[config.mk]
export PLATFORM = sky130hd
export DESIGN_NAME = rdq_status_query
export DESIGN_NICKNAME = d
export VERILOG_FILES = /design/src/rtl/rdq_pkg.sv /design/src/rtl/rdq_status_query.sv
export VERILOG_INCLUDE_DIRS = /design/src /design/src/rtl
export SDC_FILE = /design/constraint.sdc
export NUM_CORES = 1
export LEC_CHECK = 0
export BUFFER_PORTS_ARGS = -buffer_cell sky130_fd_sc_hd__buf_2
export CAP_MARGIN = 25
export CORE_ASPECT_RATIO = 0.5
export CORE_UTILIZATION = 30
export CTS_BUF_LIST = sky130_fd_sc_hd__clkbuf_4
export CTS_CLUSTER_DIAMETER = 120
export CTS_CLUSTER_SIZE = 10
export DETAILED_ROUTE_END_ITERATION = 7
export GPL_ROUTABILITY_DRIVEN = 0
export HOLD_SLACK_MARGIN = 0.05
export PLACE_DENSITY = 0.49
export SYNTH_ARGS = -nofsm -noshare
export SYNTH_HDL_FRONTEND = slang
export SYNTH_SLANG_ARGS = --single-unit
[constraint.sdc]
create_clock -name clk -period 8.6 [get_ports clk]
set_input_delay 0.86 -clock clk [delete_from_list [all_inputs] [get_ports clk]]
set_output_delay 0.86 -clock clk [all_outputs]
set_load 0.02 [all_outputs]
[src/rtl/rdq_regs.svh]
// Constants of the radio data status query block: codes, bit positions,
// register offsets and reset values.
// Assumes inclusion by bare name from the block's design files.
`ifndef RDQ_REGS_SVH
`define RDQ_REGS_SVH

// ==========================================================================
// Command and argument layout
`define RDQ_CMD_STATUS_QUERY 8'h24
`define RDQ_READ_TOKEN 8'hA0
`define RDQ_CMD_BYTES 4'h2
`define RDQ_RESP_BYTES 4'hC
`define RDQ_ARG_ACK 0
`define RDQ_ARG_FLUSH 1
`define RDQ_ARG_PEEK 2

// ==========================================================================
// Status byte and response bit positions
`define RDQ_ST_CTS 7
`define RDQ_ST_ERR 6
`define RDQ_ST_RSQ 3
`define RDQ_ST_DRDY 2
`define RDQ_ST_STC 0
`define RDQ_R1_NEWB 5
`define RDQ_R1_NEWA 4
`define RDQ_R1_SYNC_ACQ 2
`define RDQ_R1_SYNC_DROP 1
`define RDQ_R1_THRESH 0
`define RDQ_R2_OVERRUN 2
`define RDQ_R2_SYNC 0

// ==========================================================================
// Corrected-error codes
`define RDQ_ERR_NONE 2'h0
`define RDQ_ERR_FIX_1_2 2'h1
`define RDQ_ERR_FIX_3_5 2'h2
`define RDQ_ERR_UNCORR 2'h3

// ==========================================================================
// Register offsets, interrupt bits and reset values
`define RDQ_REG_CTRL 8'h00
`define RDQ_REG_IRQ_STAT 8'h04
`define RDQ_REG_IRQ_MASK 8'h08
`define RDQ_REG_STATE 8'h0C
`define RDQ_IRQ_CMD_DONE 0
`define RDQ_IRQ_DATA_READY 1
`define RDQ_IRQ_OVERRUN 2
`define RDQ_IRQ_SYNC_CHANGE 3
`define RDQ_CTRL_RESET 8'h01
`define RDQ_MASK_RESET 4'h0

`endif

[src/rtl/rdq_pkg.sv]
// Types shared by the radio data status query block.
// Assumes nothing of its surroundings.
package rdq_pkg;

  // ========================================================================
  // Kind of link frame in progress
  typedef enum logic [1:0] {FR_IDLE, FR_CMD, FR_READ} rdq_frame_t;

endpackage

[src/rtl/rdq_status_query.sv]
// Radio data status query handler with its receive group queue.
// Assumes a serial link from the host (select, clock, data in) sampled on clk,
// a decoder on clk delivering groups, and a register port on clk.
//
// The plain strobed port and the register offsets were decided locally.
`timescale 1ns/1ps
`include "rdq_regs.svh"

module rdq_status_query #(
  parameter int DEPTH = 16
) (
  input wire logic clk,
  input wire logic rst_n,
  input wire logic link_sel_n,
  input wire logic link_sclk,
  input wire logic link_sdi,
  output logic link_sdo,
  output logic link_sdo_oe,
  input wire logic grp_valid,
  input wire logic [15:0] grp_word_a,
  input wire logic [15:0] grp_word_b,
  input wire logic [15:0] grp_word_c,
  input wire logic [15:0] grp_word_d,
  input wire logic [7:0] grp_error_codes,
  input wire logic sync_present,
  input wire logic tune_to_frequency_cmd,
  input wire logic seek_begin_cmd,
  input wire logic signal_quality_irq,
  input wire logic seek_tune_done_irq,
  input wire logic [7:0] reg_addr,
  input wire logic [31:0] reg_wdata,
  input wire logic reg_wr,
  input wire logic reg_rd,
  output logic [31:0] reg_rdata,
  output logic irq
);

  localparam int PW = (DEPTH > 1) ? $clog2(DEPTH) : 1;

  // ========================================================================
  // Link input synchronisers and edge detection
  logic sclk_s1_ff, sclk_s2_ff, sclk_d_ff;
  logic sel_s1_ff, sel_s2_ff, sel_d_ff;
  logic sdi_s1_ff, sdi_s2_ff;

  always_ff @(posedge clk)
  begin
    if (!rst_n)
    begin
      sclk_s1_ff <= 1'b0;
      sclk_s2_ff <= 1'b0;
      sclk_d_ff <= 1'b0;
      sel_s1_ff <= 1'b1;
      sel_s2_ff <= 1'b1;
      sel_d_ff <= 1'b1;
      sdi_s1_ff <= 1'b0;
      sdi_s2_ff <= 1'b0;
    end
    else
    begin
      sclk_s1_ff <= link_sclk;
      sclk_s2_ff <= sclk_s1_ff;
      sclk_d_ff <= sclk_s2_ff;
      sel_s1_ff <= link_sel_n;
      sel_s2_ff <= sel_s1_ff;
      sel_d_ff <= sel_s2_ff;
      sdi_s1_ff <= link_sdi;
      sdi_s2_ff <= sdi_s1_ff;
    end
  end

  logic sclk_rise, sclk_fall, sel_end;
  assign sclk_rise = sclk_s2_ff & ~sclk_d_ff;
  assign sclk_fall = ~sclk_s2_ff & sclk_d_ff;
  assign sel_end = sel_s2_ff & ~sel_d_ff;

  // ========================================================================
  // Frame receiver: first byte is a command or the read token
  rdq_pkg::rdq_frame_t frame_ff;
  logic [2:0] bit_cnt_ff;
  logic [3:0] byte_cnt_ff;
  logic [6:0] rx_ff;
  logic [7:0] cmd_ff, arg_ff;
  logic [7:0] rx_byte;
  logic byte_done, cmd_taken, token_taken;

  assign rx_byte = {rx_ff, sdi_s2_ff};
  assign byte_done = !sel_s2_ff && sclk_rise && (bit_cnt_ff == 3'h7);
  assign cmd_taken = byte_done && (byte_cnt_ff == 4'h0) && (rx_byte != `RDQ_READ_TOKEN);
  assign token_taken = byte_done && (byte_cnt_ff == 4'h0) && (rx_byte == `RDQ_READ_TOKEN);

  always_ff @(posedge clk)
  begin
    if (!rst_n)
    begin
      frame_ff <= rdq_pkg::FR_IDLE;
      bit_cnt_ff <= 3'h0;
      byte_cnt_ff <= 4'h0;
      rx_ff <= 7'h00;
      cmd_ff <= 8'h00;
      arg_ff <= 8'h00;
    end
    else if (sel_s2_ff)
    begin
      frame_ff <= rdq_pkg::FR_IDLE;
      bit_cnt_ff <= 3'h0;
      byte_cnt_ff <= 4'h0;
    end
    else if (sclk_rise)
    begin
      rx_ff <= rx_byte[6:0];
      bit_cnt_ff <= bit_cnt_ff + 3'h1;
      if (bit_cnt_ff == 3'h7)
      begin
        if (byte_cnt_ff != 4'hF)
          byte_cnt_ff <= byte_cnt_ff + 4'h1;
        if (token_taken)
          frame_ff <= rdq_pkg::FR_READ;
        else if (cmd_taken)
        begin
          frame_ff <= rdq_pkg::FR_CMD;
          cmd_ff <= rx_byte;
        end
        else if (byte_cnt_ff == 4'h1)
          arg_ff <= rx_byte;
      end
    end
  end

  // A command frame closes with the select release; only the exact query form executes.
  logic exec_ok, exec_bad;
  assign exec_ok = sel_end && (frame_ff == rdq_pkg::FR_CMD) && (byte_cnt_ff == `RDQ_CMD_BYTES)
                   && (cmd_ff == `RDQ_CMD_STATUS_QUERY);
  assign exec_bad = sel_end && (frame_ff == rdq_pkg::FR_CMD) && !exec_ok;

  // ========================================================================
  // Clear-to-send and error flags
  logic cts_ff, err_ff;

  always_ff @(posedge clk)
  begin
    if (!rst_n)
      cts_ff <= 1'b1;
    else if (exec_ok || exec_bad)
      cts_ff <= 1'b1;
    else if (cmd_taken)
      cts_ff <= 1'b0;
  end

  always_ff @(posedge clk)
  begin
    if (!rst_n)
      err_ff <= 1'b0;
    else if (exec_bad)
      err_ff <= 1'b1;
    else if (exec_ok)
      err_ff <= 1'b0;
  end

  // ========================================================================
  // Receive group queue
  logic [71:0] mem [DEPTH];
  logic [PW-1:0] wr_ptr_ff, rd_ptr_ff;
  logic [7:0] count_ff;
  logic [7:0] thresh_ff;
  logic flush, pop, full, do_push;
  logic [71:0] head;

  assign full = (count_ff == 8'(DEPTH));
  assign flush = (exec_ok && arg_ff[`RDQ_ARG_FLUSH]) || tune_to_frequency_cmd || seek_begin_cmd;
  assign pop = exec_ok && !arg_ff[`RDQ_ARG_FLUSH] && !arg_ff[`RDQ_ARG_PEEK] && (count_ff != 8'h00);
  assign do_push = grp_valid && !flush && (!full || pop);
  assign head = mem[rd_ptr_ff];

  function automatic logic [PW-1:0] ptr_inc(input logic [PW-1:0] p);
    ptr_inc = (p == PW'(DEPTH - 1)) ? '0 : p + PW'(1);
  endfunction

  always_ff @(posedge clk)
  begin
    if (do_push)
      mem[wr_ptr_ff] <= {grp_word_a, grp_word_b, grp_word_c, grp_word_d, grp_error_codes};
  end

  always_ff @(posedge clk)
  begin
    if (!rst_n)
    begin
      wr_ptr_ff <= '0;
      rd_ptr_ff <= '0;
      count_ff <= 8'h00;
    end
    else if (flush)
    begin
      rd_ptr_ff <= wr_ptr_ff;
      count_ff <= 8'h00;
    end
    else
    begin
      if (do_push)
        wr_ptr_ff <= ptr_inc(wr_ptr_ff);
      if (pop)
        rd_ptr_ff <= ptr_inc(rd_ptr_ff);
      count_ff <= count_ff + 8'(do_push) - 8'(pop);
    end
  end

  // ========================================================================
  // Decoder state flags, reported and cleared by each executed query; the data-ready flag clears only on an acknowledge
  logic new_a_ff, new_b_ff, sync_acq_ff, sync_drop_ff, overrun_ff, sync_d_ff;
  logic [15:0] last_a_ff, last_b_ff;
  logic [1:0] last_ea_ff, last_eb_ff;
  logic data_ready_irq_flag_ff;
  logic a_ok, b_ok, lost, ready_set;

  assign a_ok = grp_valid && (grp_error_codes[7:6] != `RDQ_ERR_UNCORR);
  assign b_ok = grp_valid && (grp_error_codes[5:4] != `RDQ_ERR_UNCORR);
  assign lost = grp_valid && !flush && full && !pop;
  assign ready_set = do_push && ((count_ff + 8'h01 - 8'(pop)) >= thresh_ff);

  always_ff @(posedge clk)
  begin
    if (!rst_n)
    begin
      new_a_ff <= 1'b0;
      new_b_ff <= 1'b0;
      sync_acq_ff <= 1'b0;
      sync_drop_ff <= 1'b0;
      overrun_ff <= 1'b0;
      sync_d_ff <= 1'b0;
    end
    else
    begin
      sync_d_ff <= sync_present;
      new_a_ff <= a_ok || (new_a_ff && !exec_ok);
      new_b_ff <= b_ok || (new_b_ff && !exec_ok);
      sync_acq_ff <= (sync_present && !sync_d_ff) || (sync_acq_ff && !exec_ok);
      sync_drop_ff <= (!sync_present && sync_d_ff) || (sync_drop_ff && !exec_ok);
      overrun_ff <= lost || (overrun_ff && !exec_ok);
    end
  end

  always_ff @(posedge clk)
  begin
    if (!rst_n)
    begin
      last_a_ff <= 16'h0000;
      last_b_ff <= 16'h0000;
      last_ea_ff <= `RDQ_ERR_NONE;
      last_eb_ff <= `RDQ_ERR_NONE;
    end
    else
    begin
      if (a_ok)
      begin
        last_a_ff <= grp_word_a;
        last_ea_ff <= grp_error_codes[7:6];
      end
      if (b_ok)
      begin
        last_b_ff <= grp_word_b;
        last_eb_ff <= grp_error_codes[5:4];
      end
    end
  end

  always_ff @(posedge clk)
  begin
    if (!rst_n)
      data_ready_irq_flag_ff <= 1'b0;
    else if (ready_set)
      data_ready_irq_flag_ff <= 1'b1;
    else if (exec_ok && arg_ff[`RDQ_ARG_ACK])
      data_ready_irq_flag_ff <= 1'b0;
  end

  // ========================================================================
  // Response snapshot taken when the query executes
  logic [7:0] resp_ff [12];
  logic [7:0] status_byte;

  assign status_byte = {cts_ff, err_ff, 2'h0, signal_quality_irq, data_ready_irq_flag_ff,
                        1'b0, seek_tune_done_irq};

  always_ff @(posedge clk)
  begin
    if (!rst_n)
    begin
      for (int i = 0; i < 12; i++)
        resp_ff[i] <= 8'h00;
    end
    else if (exec_ok)
    begin
      resp_ff[0] <= {2'h0, new_b_ff, new_a_ff, 1'b0, sync_acq_ff, sync_drop_ff,
                     count_ff >= thresh_ff};
      resp_ff[1] <= {5'h00, overrun_ff, 1'b0, sync_present};
      resp_ff[2] <= count_ff - 8'(pop);
      if (arg_ff[`RDQ_ARG_PEEK])
      begin
        resp_ff[3] <= last_a_ff[15:8];
        resp_ff[4] <= last_a_ff[7:0];
        resp_ff[5] <= last_b_ff[15:8];
        resp_ff[6] <= last_b_ff[7:0];
        for (int i = 7; i < 11; i++)
          resp_ff[i] <= 8'h00;
        resp_ff[11] <= {last_ea_ff, last_eb_ff, 4'h0};
      end
      else if (pop)
      begin
        for (int i = 0; i < 8; i++)
          resp_ff[3 + i] <= head[71 - 8 * i -: 8];
        resp_ff[11] <= head[7:0];
      end
      else
      begin
        for (int i = 3; i < 12; i++)
          resp_ff[i] <= 8'h00;
      end
    end
  end

  // ========================================================================
  // Response shifter: status byte then twelve reply bytes, MSB first
  logic [7:0] tx_ff;
  logic [3:0] rd_idx_ff;
  logic load_pend_ff;
  logic [7:0] nxt_tx_byte;

  always_comb
  begin
    nxt_tx_byte = 8'h00;
    if (rd_idx_ff == 4'h0)
      nxt_tx_byte = status_byte;
    else if (rd_idx_ff <= `RDQ_RESP_BYTES)
      nxt_tx_byte = resp_ff[rd_idx_ff - 4'h1];
  end

  always_ff @(posedge clk)
  begin
    if (!rst_n)
    begin
      tx_ff <= 8'h00;
      rd_idx_ff <= 4'h0;
      load_pend_ff <= 1'b0;
    end
    else if (sel_s2_ff)
    begin
      tx_ff <= 8'h00;
      rd_idx_ff <= 4'h0;
      load_pend_ff <= 1'b0;
    end
    else if (token_taken || (byte_done && frame_ff == rdq_pkg::FR_READ))
      load_pend_ff <= 1'b1;
    else if (sclk_fall)
    begin
      if (load_pend_ff)
      begin
        tx_ff <= nxt_tx_byte;
        if (rd_idx_ff != 4'hF)
          rd_idx_ff <= rd_idx_ff + 4'h1;
        load_pend_ff <= 1'b0;
      end
      else
        tx_ff <= {tx_ff[6:0], 1'b0};
    end
  end

  assign link_sdo = tx_ff[7];
  assign link_sdo_oe = (frame_ff == rdq_pkg::FR_READ);

  // ========================================================================
  // Register port, interrupt status and mask
  logic [3:0] irq_stat_ff, irq_mask_ff, irq_events;
  logic wr_ctrl, wr_stat, wr_mask;

  assign irq_events = {(sync_present != sync_d_ff), lost, ready_set, exec_ok || exec_bad};
  assign wr_ctrl = reg_wr && (reg_addr == `RDQ_REG_CTRL);
  assign wr_stat = reg_wr && (reg_addr == `RDQ_REG_IRQ_STAT);
  assign wr_mask = reg_wr && (reg_addr == `RDQ_REG_IRQ_MASK);

  always_ff @(posedge clk)
  begin
    if (!rst_n)
      thresh_ff <= `RDQ_CTRL_RESET;
    else if (wr_ctrl)
      thresh_ff <= reg_wdata[7:0];
  end

  always_ff @(posedge clk)
  begin
    if (!rst_n)
      irq_stat_ff <= 4'h0;
    else
      irq_stat_ff <= irq_events | (irq_stat_ff & ~(wr_stat ? reg_wdata[3:0] : 4'h0));
  end

  always_ff @(posedge clk)
  begin
    if (!rst_n)
      irq_mask_ff <= `RDQ_MASK_RESET;
    else if (wr_mask)
      irq_mask_ff <= reg_wdata[3:0];
  end

  always_ff @(posedge clk)
  begin
    if (!rst_n)
      reg_rdata <= 32'h0000_0000;
    else if (!reg_rd)
      reg_rdata <= 32'h0000_0000;
    else if (reg_addr == `RDQ_REG_CTRL)
      reg_rdata <= {24'h00_0000, thresh_ff};
    else if (reg_addr == `RDQ_REG_IRQ_STAT)
      reg_rdata <= {28'h000_0000, irq_stat_ff};
    else if (reg_addr == `RDQ_REG_IRQ_MASK)
      reg_rdata <= {28'h000_0000, irq_mask_ff};
    else if (reg_addr == `RDQ_REG_STATE)
      reg_rdata <= {21'h00_0000, cts_ff, err_ff, data_ready_irq_flag_ff, count_ff};
    else
      reg_rdata <= 32'h0000_0000;
  end

  assign irq = |(irq_stat_ff & irq_mask_ff);
endmodule

==> results of run 1 <==
power groups by stage:
stage / clock network [mW] / logic (mW) / registers, mW
floorplan: 0 / 0.353 / 7.49
global placement: 0 / 0.545 / 7.51
detailed placement: 0 / 0.555 / 7.51
CTS: 3.48 / 0.597 / 7.36
global route: 3.72 / 0.633 / 7.36
finish: 3.33 / 0.581 / 7.36
metal layers:
layer | up-vias | wire [um] | GRT usage
met4 | 8 | 2030 | 0.0327
met5 | - | 59 | 0
li1 | 11800 | - | -
met3 | 175 | 6000 | 0.0238
met1 | 14600 | 63400 | 0.214
met2 | 589 | 64800 | 0.241
sequential cells by signal (all words and copies together), names as in the netlist, 7 cells and up, named ones only:
register / cells
mem: 1152
resp_ff: 87
last_a_ff: 16
last_b_ff: 16
reg_rdata: 11
cmd_ff: 8
count_ff: 8
thresh_ff: 8
tx_ff: 8
rx_ff: 7
how the worst max path moves through the flow:
| stage | depth (start not counted) | endpoint | start | slack (ns) |
|---|---|---|---|---|
| after floorplan | 8 | mem[10][0] | count_ff[2] | 4.44 |
| after global placement | 6 | mem[10][1] | grp_valid | 3.66 |
| after detailed placement | 6 | mem[0][0] | grp_valid | 3.54 |
| after CTS | 8 | mem[0][9] | byte_cnt_ff[0] | 3.71 |
| after global routing | 8 | mem[14][15] | byte_cnt_ff[0] | 3.56 |
| final | 8 | mem[12][39] | byte_cnt_ff[0] | 3.78 |
logic make-up after synthesis:
family | synth area share
compound gates | 0.0322
xor+xnor | 0.00387
simple gates | 0.0401
buf+inv | 0.0196
flops | 0.736
other cells | 0.0000690
fa+ha+maj | 0.0126
mux | 0.155
cells in the final DEF, fill, tap and decap left out, drive strengths merged, types with 12 or more instances in the layout:
| cell type | instances |
|---|---|
| edfxtp | 1239 |
| mux4 | 342 |
| clkbuf | 202 |
| buf | 161 |
| dfxtp | 140 |
| nand2 | 128 |
| a21oi | 107 |
| dlygate4sd3 | 102 |
| nor2 | 93 |
| mux2i | 68 |
| and3 | 58 |
| ha | 53 |
| nor2b | 49 |
| a211oi | 41 |
| a22o | 40 |
| inv | 40 |
| o21ai | 21 |
| nand3 | 21 |
| conb | 21 |
| xnor2 | 16 |
| and2 | 15 |
| nor3 | 12 |
synthesized netlist by cell type, drive strengths merged, types with 8 or more instances:
master / count
xor2: 8
nor2b: 49
nand2b: 9
nor3: 12
clkbuf: 74
and2: 15
o21ai: 21
dfxtp: 140
a22o: 40
xnor2: 16
a21oi: 107
nand4: 9
and3: 58
ha: 53
mux4: 342
nor2: 93
a211oi: 41
edfxtp: 1239
buf: 96
inv: 37
nand3: 21
nand2: 128
a31oi: 8
a221oi: 8
mux2i: 68
area by class of cell:
cell class              instances  area [sq um]
clock buffers                 202          1520
multi-input cells            1209         13400
diodes                          8          20.0
inverters                      38           143
well taps                    2408          3010
flip-flops and latches       1379         40000
fillers                     17000        119000
repair buffers                263          2200
clock inverters                10           159
per-stage QoR:
step | cell area (sq um) | hold WS [ns]
3_5_place_dp | 57600 | 0.396
4_1_cts | 60300 | 0.0724
2_1_floorplan | 54400 | 0.386
6_report | 60500 | 0.233
3_3_place_gp | 57600 | 0.398
5_1_grt | 60500 | 0.150
what timing repair did:
item / CTS / global route
endpoints found under the hold margin: 1233 / 0
hold buffers: 102 / 0
setup buffers: 0 / 0
worst max-delay path, cell delays in order (launching register included):
cell and delay (ns):
sky130_fd_sc_hd__dfxtp_1 0.35, sky130_fd_sc_hd__inv_1 0.12, sky130_fd_sc_hd__ha_1 0.22, sky130_fd_sc_hd__and4bb_1 0.25
sky130_fd_sc_hd__nand4_1 0.56, sky130_fd_sc_hd__o211ai_2 0.61, sky130_fd_sc_hd__and2_1 0.59, sky130_fd_sc_hd__and3_4 0.91
sky130_fd_sc_hd__buf_4 0.78
==> results.md, run 1 <==
| Group | Parameter | Value |
|---|---|---|
| logic synthesis | Biggest area consumer among synthesized cells | sky130_fd_sc_hd__edfxtp_1 |
| logic synthesis | Area of the mapped netlist | 54400 sq um |
| pwr | Combinational group share of total power | 0.052 |
| worst setup path | CP endpoint kind | flop |
| global routing | Sum of overflow across all layers after global routing | 0 |
| sta | Final total negative setup slack | 0 ns |
| hold path | Hold wc startpoint | reg_addr[1] |
| worst setup path | Worst setup SP type | flop |
| layout | Share of cells above drive strength 1 | 0.244 |
| job | Number of violations of the max-capacitance limit | 0 |
| drt | First-pass detailed-route iteration total | 5 |
| layout | Final Core Density | 0.336 |
| place | DP Cell Count | 5189 |
| worst setup path | Cell depth of the worst flop-to-flop path | 8 |
| worst setup path | CP max FO | 38 |
| cts | Clock-pin slew on the worst setup and hold paths | 0.12 ns |
| logic synthesis | Number of enable flip-flop cells after synthesis | 1239 |
| cts | Largest buffer count on any clock path | 3 |
| global routing | Number of global-route vias before repair | 27900 |
| pwr | Post-layout total power | 11.3 mW |
| global routing | Global-route wire length before repair | 198000 um |
| outcome | Run status | complete, no violations |
| cts | TritonCTS clock tree | built |
| logic synthesis | Sequential share of the synthesized area | 0.736 |
| hold path | Worst Hold Path EP | reg_rdata[2] |
| cts | Number of clock sinks seen by CTS | 1379 |
| sta | Achievable clock frequency | 207 MHz |
| drt | Drc violations | 0 |
| layout | Layout Nets | 3225 |
| sta | Setup repair after global routing missed its margin | false |
| logic synthesis | Synth Area per Inst | 19.6 sq um |
| pwr | Switching power summed over all nets | 2.51 mW |
| global routing | Total global-route track usage | 0.150 |
| floorplanning | Vertical die dimension | 303 um |
| drt | Post-DR wirelength/cell | 24.7 um |
| drt | Detail Route Antenna Nets | 0 |
| drt | Detailed-route via count | 27100 |
| cts | Cell chosen for the clock root | sky130_fd_sc_hd__clkbuf_4 |
| sta | Slew headroom | 0.280 |
| logic synthesis | Distinct cell type count after synthesis | 70 |
| sta | Ratio of final minimum period to clock period | 0.561 |
| logic synthesis | Share of flip-flops with an asynchronous set or reset after synthesis | 0 |
| sta | Total setup violations reported at the end of the flow | 0 |
| worst setup path | Destination of the worst register-to-register timing path | mem[12][39] |
| pwr | Peak VDD IR | 121 uV |
| floorplanning | Core box area | 180000 sq um |
| floorplanning | Count of boundary I/O pins | 160 |
| floorplanning | Initial cell density of the core | 0.302 |
| floorplanning | Die ar. | 183000 sq um |
| pwr | P_leak | 18.7 nW |
| worst setup path | Required time worst endpoint | 9.40 ns |
| logic synthesis | Most instantiated flip-flop cell in the synthesis netlist | sky130_fd_sc_hd__edfxtp_1 |
| cts | Post-CTS Resized | 0 |
| place | Worst slack after detailed placement | 3.54 ns |
| pwr | Part of the total power dissipated in sequential elements | 0.653 |
| logic synthesis | Synthesized netlist cell count | 2776 |
| sta | Slew at the pin with the worst max-slew slack | 1.08 ns |
| place | Port Buffer Count | 114 |
| pwr | Sw Ratio | 0.223 |
| global routing | Maximum number of pins on one net before global-route repair | 109 |
| worst setup path | Worst Path Arrival | 5.62 ns |
| worst setup path | Worst setup path class | flop to flop |
| logic synthesis | Fraction of synthesized cell area taken by the top area cell type | 0.685 |
| cts | CTS buffer count | 155 |
| worst setup path | Critical register-to-register path startpoint | byte_cnt_ff[0] |
| pwr | Power density cells | 186 nW/um^2 |
| logic synthesis | Yosys Warn Count | 0 |
| hold path | Worst min-delay path class | primary input to flop |
| sta | Tmin final | 4.82 ns |
| sta | Clock skew after layout | 0.0682 ns |
| sta | Slew Limit Fails | 0 |
| sta | Hold Vio Cnt, Final | 0 |
| place | DP HPWL | 72500 um |
| worst setup path | Setup slack of the worst register-to-register path | 3.78 ns |
| floorplanning | Die width | 604 um |
| layout | Filler-free cell count of the finished design | 5517 |
| cts | Total number of H-tree levels | 4 |
| pwr | Clock Power Share | 0.296 |
| logic synthesis | Cell types occupying the most area after synthesis | sky130_fd_sc_hd__edfxtp_1 68%, sky130_fd_sc_hd__mux4_2 14%, sky130_fd_sc_hd__dfxtp_1 5.2% |
| cts | Later-pin clock latency in the skew report | 1.20 ns |
| layout | Layout overhead on the synthesized area | 11.4% |
| drt | Number of design-rule violations left by the first detailed-router iteration | 2318 |
| drt | Vias per std cell | 4.92 |
| global routing | Antenna violations before repair | 13 |
| pwr | Cell internal power dissipation | 8.76 mW |
| sta | PnR worst setup slack | 3.78 ns |
| floorplanning | Number of rows created at floorplan | 110 |
| logic synthesis | Register bit count reported by yosys | 1379 |
| hold path | Number of cells on the worst hold path | 5 |
| drt | Total Routed Length | 136000 um |
(Power assumes the default switching activity.)
==> inputs of run 2 (changes only) <==
- ABC_AREA: not set -> 1
- PLACE_DENSITY: 0.49 -> 0.51
- clock period: 8.6 -> 3.9 ns (I/O delays scaled with it)
==> results.md, run 2 <==
| Group | Parameter | Value | vs previous |
|---|---|---|---|
| drt | Total Routed Length | 164000 um | +20% |
| cts | CTS buffer count | 155 | unchanged |
| logic synthesis | Share of flip-flops with an asynchronous set or reset after synthesis | 0 | unchanged |
| floorplanning | Die width | 611 um | +1.2% |
| floorplanning | Number of rows created at floorplan | 111 | +0.91% |
| layout | Layout overhead on the synthesized area | 14.0% |  |
| outcome | Run status | complete, no violations |  |
| sta | Slew headroom | 0.351 | +0.0706 |
| logic synthesis | Most instantiated flip-flop cell in the synthesis netlist | sky130_fd_sc_hd__edfxtp_1 |  |
| worst setup path | Setup slack of the worst register-to-register path | 0.38 ns | -3.40 ns |
| cts | Cell chosen for the clock root | sky130_fd_sc_hd__clkbuf_4 |  |
| sta | Ratio of final minimum period to clock period | 0.962 |  |
| logic synthesis | Area of the mapped netlist | 55700 sq um | +2.5% |
| global routing | Maximum number of pins on one net before global-route repair | 211 | +94% |
| floorplanning | Count of boundary I/O pins | 160 | unchanged |
| floorplanning | Core box area | 184000 sq um | +2.1% |
| floorplanning | Initial cell density of the core | 0.303 | +0.000943 |
| sta | Hold Vio Cnt, Final | 0 | unchanged |
| sta | Slew at the pin with the worst max-slew slack | 0.974 ns | -0.106 ns |
| worst setup path | Start point of the critical path | reg_addr[4] |  |
| sta | Achievable clock frequency | 267 MHz |  |
| drt | Detailed-route via count | 37700 | +39% |
| cts | Number of clock sinks seen by CTS | 1379 | unchanged |
| logic synthesis | Distinct cell type count after synthesis | 46 | -34% |
| layout | Commonest non-fill, non-tap cells in the layout | 1239 x sky130_fd_sc_hd__edfxtp_1, 952 x sky130_fd_sc_hd__nor2_1, 682 x sky130_fd_sc_hd__o21ai_0 |  |
| pwr | P_leak | 20.8 nW | +11% |
| job | Number of violations of the max-capacitance limit | 0 | unchanged |
| global routing | Total global-route track usage | 0.171 | +0.0213 |
| worst setup path | CP endpoint kind | flop |  |
| layout | Share of cells above drive strength 1 | 0.0992 | -0.145 |
| cts | Largest buffer count on any clock path | 3 | unchanged |
| layout | Post-route cell area | 63500 sq um | +4.9% |
| drt | First-pass detailed-route iteration total | 6 | +1 |
| logic synthesis | Yosys Warn Count | 0 | unchanged |
| worst setup path | Destination of the worst register-to-register timing path | count_ff[6] |  |
| layout | Largest register by flop count | mem |  |
| drt | Detail Route Antenna Nets | 0 | unchanged |
| worst setup path | Critical register-to-register path startpoint | count_ff[2] |  |
| floorplanning | Die ar. | 187000 sq um | +2.5% |
| logic synthesis | Register bit count reported by yosys | 1379 | unchanged |
| floorplanning | Vertical die dimension | 307 um | +1.2% |
| cts | TritonCTS clock tree | built |  |
| pwr | Power density cells | 394 nW/um^2 | +110% |
| worst setup path | Cell depth of the worst flop-to-flop path | 19 | +11 |
| sta | Tmin final | 3.75 ns |  |
| layout | Biggest regs | mem x1152, resp_ff x87 |  |
| global routing | Number of global-route vias before repair | 36700 | +31% |
| worst setup path | CP max FO | 7 | -82% |
| sta | Total setup violations reported at the end of the flow | 0 | unchanged |
| logic synthesis | Synthesized netlist cell count | 4620 | +66% |
| drt | Drc violations | 0 | unchanged |
| drt | Post-DR wirelength/cell | 21.9 um | -11% |
| worst setup path | Worst Path Arrival | 4.85 ns | -0.77 ns |
| worst setup path | Worst setup path class | primary input to flop |  |
| layout | Layout Nets | 5097 | +58% |
| worst setup path | Required time worst endpoint | 5.00 ns | -4.40 ns |
| sta | Setup repair after global routing missed its margin | false |  |
| logic synthesis | Sequential share of the synthesized area | 0.718 | -0.0177 |
| sta | Slew Limit Fails | 0 | unchanged |
| logic synthesis | Cell with the most instances after synthesis | sky130_fd_sc_hd__edfxtp_1 |  |
| logic synthesis | Leading cell types by count after synthesis | 1239 x sky130_fd_sc_hd__edfxtp_1, 956 x sky130_fd_sc_hd__nor2_1, 683 x sky130_fd_sc_hd__o21ai_0, 305 x sky130_fd_sc_hd__nand2_1, 193 x sky130_fd_sc_hd__clkbuf_1 |  |
| logic synthesis | Number of enable flip-flop cells after synthesis | 1239 | unchanged |
| logic synthesis | Biggest area consumer among synthesized cells | sky130_fd_sc_hd__edfxtp_1 |  |
| drt | Number of design-rule violations left by the first detailed-router iteration | 3678 | +59% |
| sta | PnR worst setup slack | 0.149 ns | -3.63 ns |
| logic synthesis | Synth Area per Inst | 12.1 sq um | -38% |
| logic synthesis | Cell types occupying the most area after synthesis | sky130_fd_sc_hd__edfxtp_1 67%, sky130_fd_sc_hd__nor2_1 6.4%, sky130_fd_sc_hd__o21ai_0 6.1% |  |
| global routing | Antenna violations before repair | 11 | -2 |
| global routing | Global-route wire length before repair | 240000 um | +21% |
| place | Total placed instance area | 59500 sq um | +3.3% |
| cts | Clock-pin slew on the worst setup and hold paths | 0.12 ns | about the same |
| cts | Later-pin clock latency in the skew report | 1.22 ns | +0.02 ns |
| worst setup path | Worst setup SP type | primary input |  |
| worst setup path | Worst setup endpoint | thresh_ff[5] |  |
| place | Port Buffer Count | 114 | unchanged |
| layout | Most common cell after layout, fill and taps aside | sky130_fd_sc_hd__edfxtp_1 |  |
| logic synthesis | Fraction of synthesized cell area taken by the top area cell type | 0.668 | -0.0165 |
| place | DP HPWL | 85200 um | +17% |
| layout | Flip-flop count of the largest register after layout | 1152 | unchanged |
| cts | Total number of H-tree levels | 4 | unchanged |
| place | Worst slack after detailed placement | 0.349 ns | -3.19 ns |
| layout | Final Core Density | 0.346 | +0.00904 |
| sta | Clock skew after layout | 0.0798 ns | +0.0116 ns |
| hold path | Worst min-delay path class | primary input to flop |  |
| drt | Vias per std cell | 5.04 | +2.5% |
| global routing | Sum of overflow across all layers after global routing | 0 | unchanged |
| pwr | Peak VDD IR | 309 uV | +160% |
[run 2: cell types whose count changed after synthesis, moves of 83 or more]
cell                       delta
sky130_fd_sc_hd__nor2_1     +864
sky130_fd_sc_hd__o21ai_0    +662
sky130_fd_sc_hd__mux4_2     -342
sky130_fd_sc_hd__nand2_1    +178
sky130_fd_sc_hd__nand3_1    +150
sky130_fd_sc_hd__o211ai_1   +145
sky130_fd_sc_hd__clkbuf_1   +119
sky130_fd_sc_hd__inv_1      +108
sky130_fd_sc_hd__o221ai_1    +83
[run 2: cell type report]
class	instances	area (sq um)
Sequential cell	1379	40000
Multi-Input combinational cell	2793	14000
Tap cell	2486	3110
Antenna cell	9	22.5
Clock inverter	11	139
Fill cell	18000	120000
Clock buffer	209	1570
Inverter	155	603
Timing Repair Buffer	434	4040
[run 2: worst min-delay path by stage]
stage | start | cells past startpoint | endpoint
6_report | grp_word_a[5] | 2 | mem[12][61]
5_1_grt | grp_word_a[5] | 2 | mem[12][61]
4_1_cts | grp_word_a[5] | 2 | mem[12][61]
3_5_place_dp | sel_s1_ff | 1 | sel_s2_ff
3_3_place_gp | sel_s1_ff | 1 | sel_s2_ff
2_1_floorplan | sclk_s1_ff | 2 | sclk_s2_ff
[run 2: report_power, final]
group | switching, mW | total, mW | internal [mW] | leakage, nW
Clock | 4.73 | 7.36 | 2.63 | 1.02
Combinational | 0.967 | 1.43 | 0.465 | 7.39
Sequential | 0.0569 | 16.2 | 16.2 | 12.4
[run 2: through the flow]
step / power, mW / setup TNS [ns] / cells / hold WS (ns)
after floorplan: 17.3 / -955.88 / 4640 / 0.390
after global placement: 17.8 / 0 / 7025 / 0.399
after detailed placement: 17.8 / 0 / 7025 / 0.405
after CTS: 25.3 / 0 / 7462 / 0.0500
after global routing: 26.0 / 0 / 7476 / 0.105
final: 25.0 / 0 / 7476 / 0.184
[run 2: metal layers]
metal,part of all wire,global-route usage,vias up,wire (um)
met5,0.0016,0.00766,-,256
met4,0.024,0.0565,10,3900
met3,0.065,0.0314,253,10700
met2,0.47,0.275,1201,76100
met1,0.44,0.232,18900,72700
li1,-,-,17300,-
[run 2: cell families after synthesis]
| logic type | count (synthesis) | synth area share |
|---|---|---|
| AO/OA/AOI/OAI | 1185 | 0.122 |
| XOR/XNOR | 14 | 0.00220 |
| adder cells (fa/ha/maj) | 54 | 0.0123 |
| buffers and inverters | 468 | 0.0355 |
| flip-flops | 1379 | 0.718 |
| other | 1 | 0.0000673 |
| AND/OR/NAND/NOR | 1519 | 0.110 |
[run 2: timing repair]
item	4_1_cts	5_1_grt
resized for setup	0	7
hold buffers	217	0
endpoints found under the setup margin	0	4
setup buffers	0	4
endpoints found under the hold margin	1285	0
[run 2: critical path, cell delays in order]
cell	delay [ns]
sky130_fd_sc_hd__dlygate4sd3_1	0.53
sky130_fd_sc_hd__buf_2	0.12
sky130_fd_sc_hd__nor2_1	0.07
sky130_fd_sc_hd__dlygate4sd3_1	0.54
sky130_fd_sc_hd__nand2_1	0.08
sky130_fd_sc_hd__dlygate4sd3_1	0.59
sky130_fd_sc_hd__inv_2	0.13
sky130_fd_sc_hd__nand3_2	0.14
sky130_fd_sc_hd__nor2_2	0.13
sky130_fd_sc_hd__dlygate4sd3_1	0.62
sky130_fd_sc_hd__clkinvlp_4	0.15
sky130_fd_sc_hd__o21ai_1	0.16
sky130_fd_sc_hd__dlygate4sd3_1	0.58
sky130_fd_sc_hd__a21oi_1	0.05
sky130_fd_sc_hd__dlygate4sd3_1	0.57
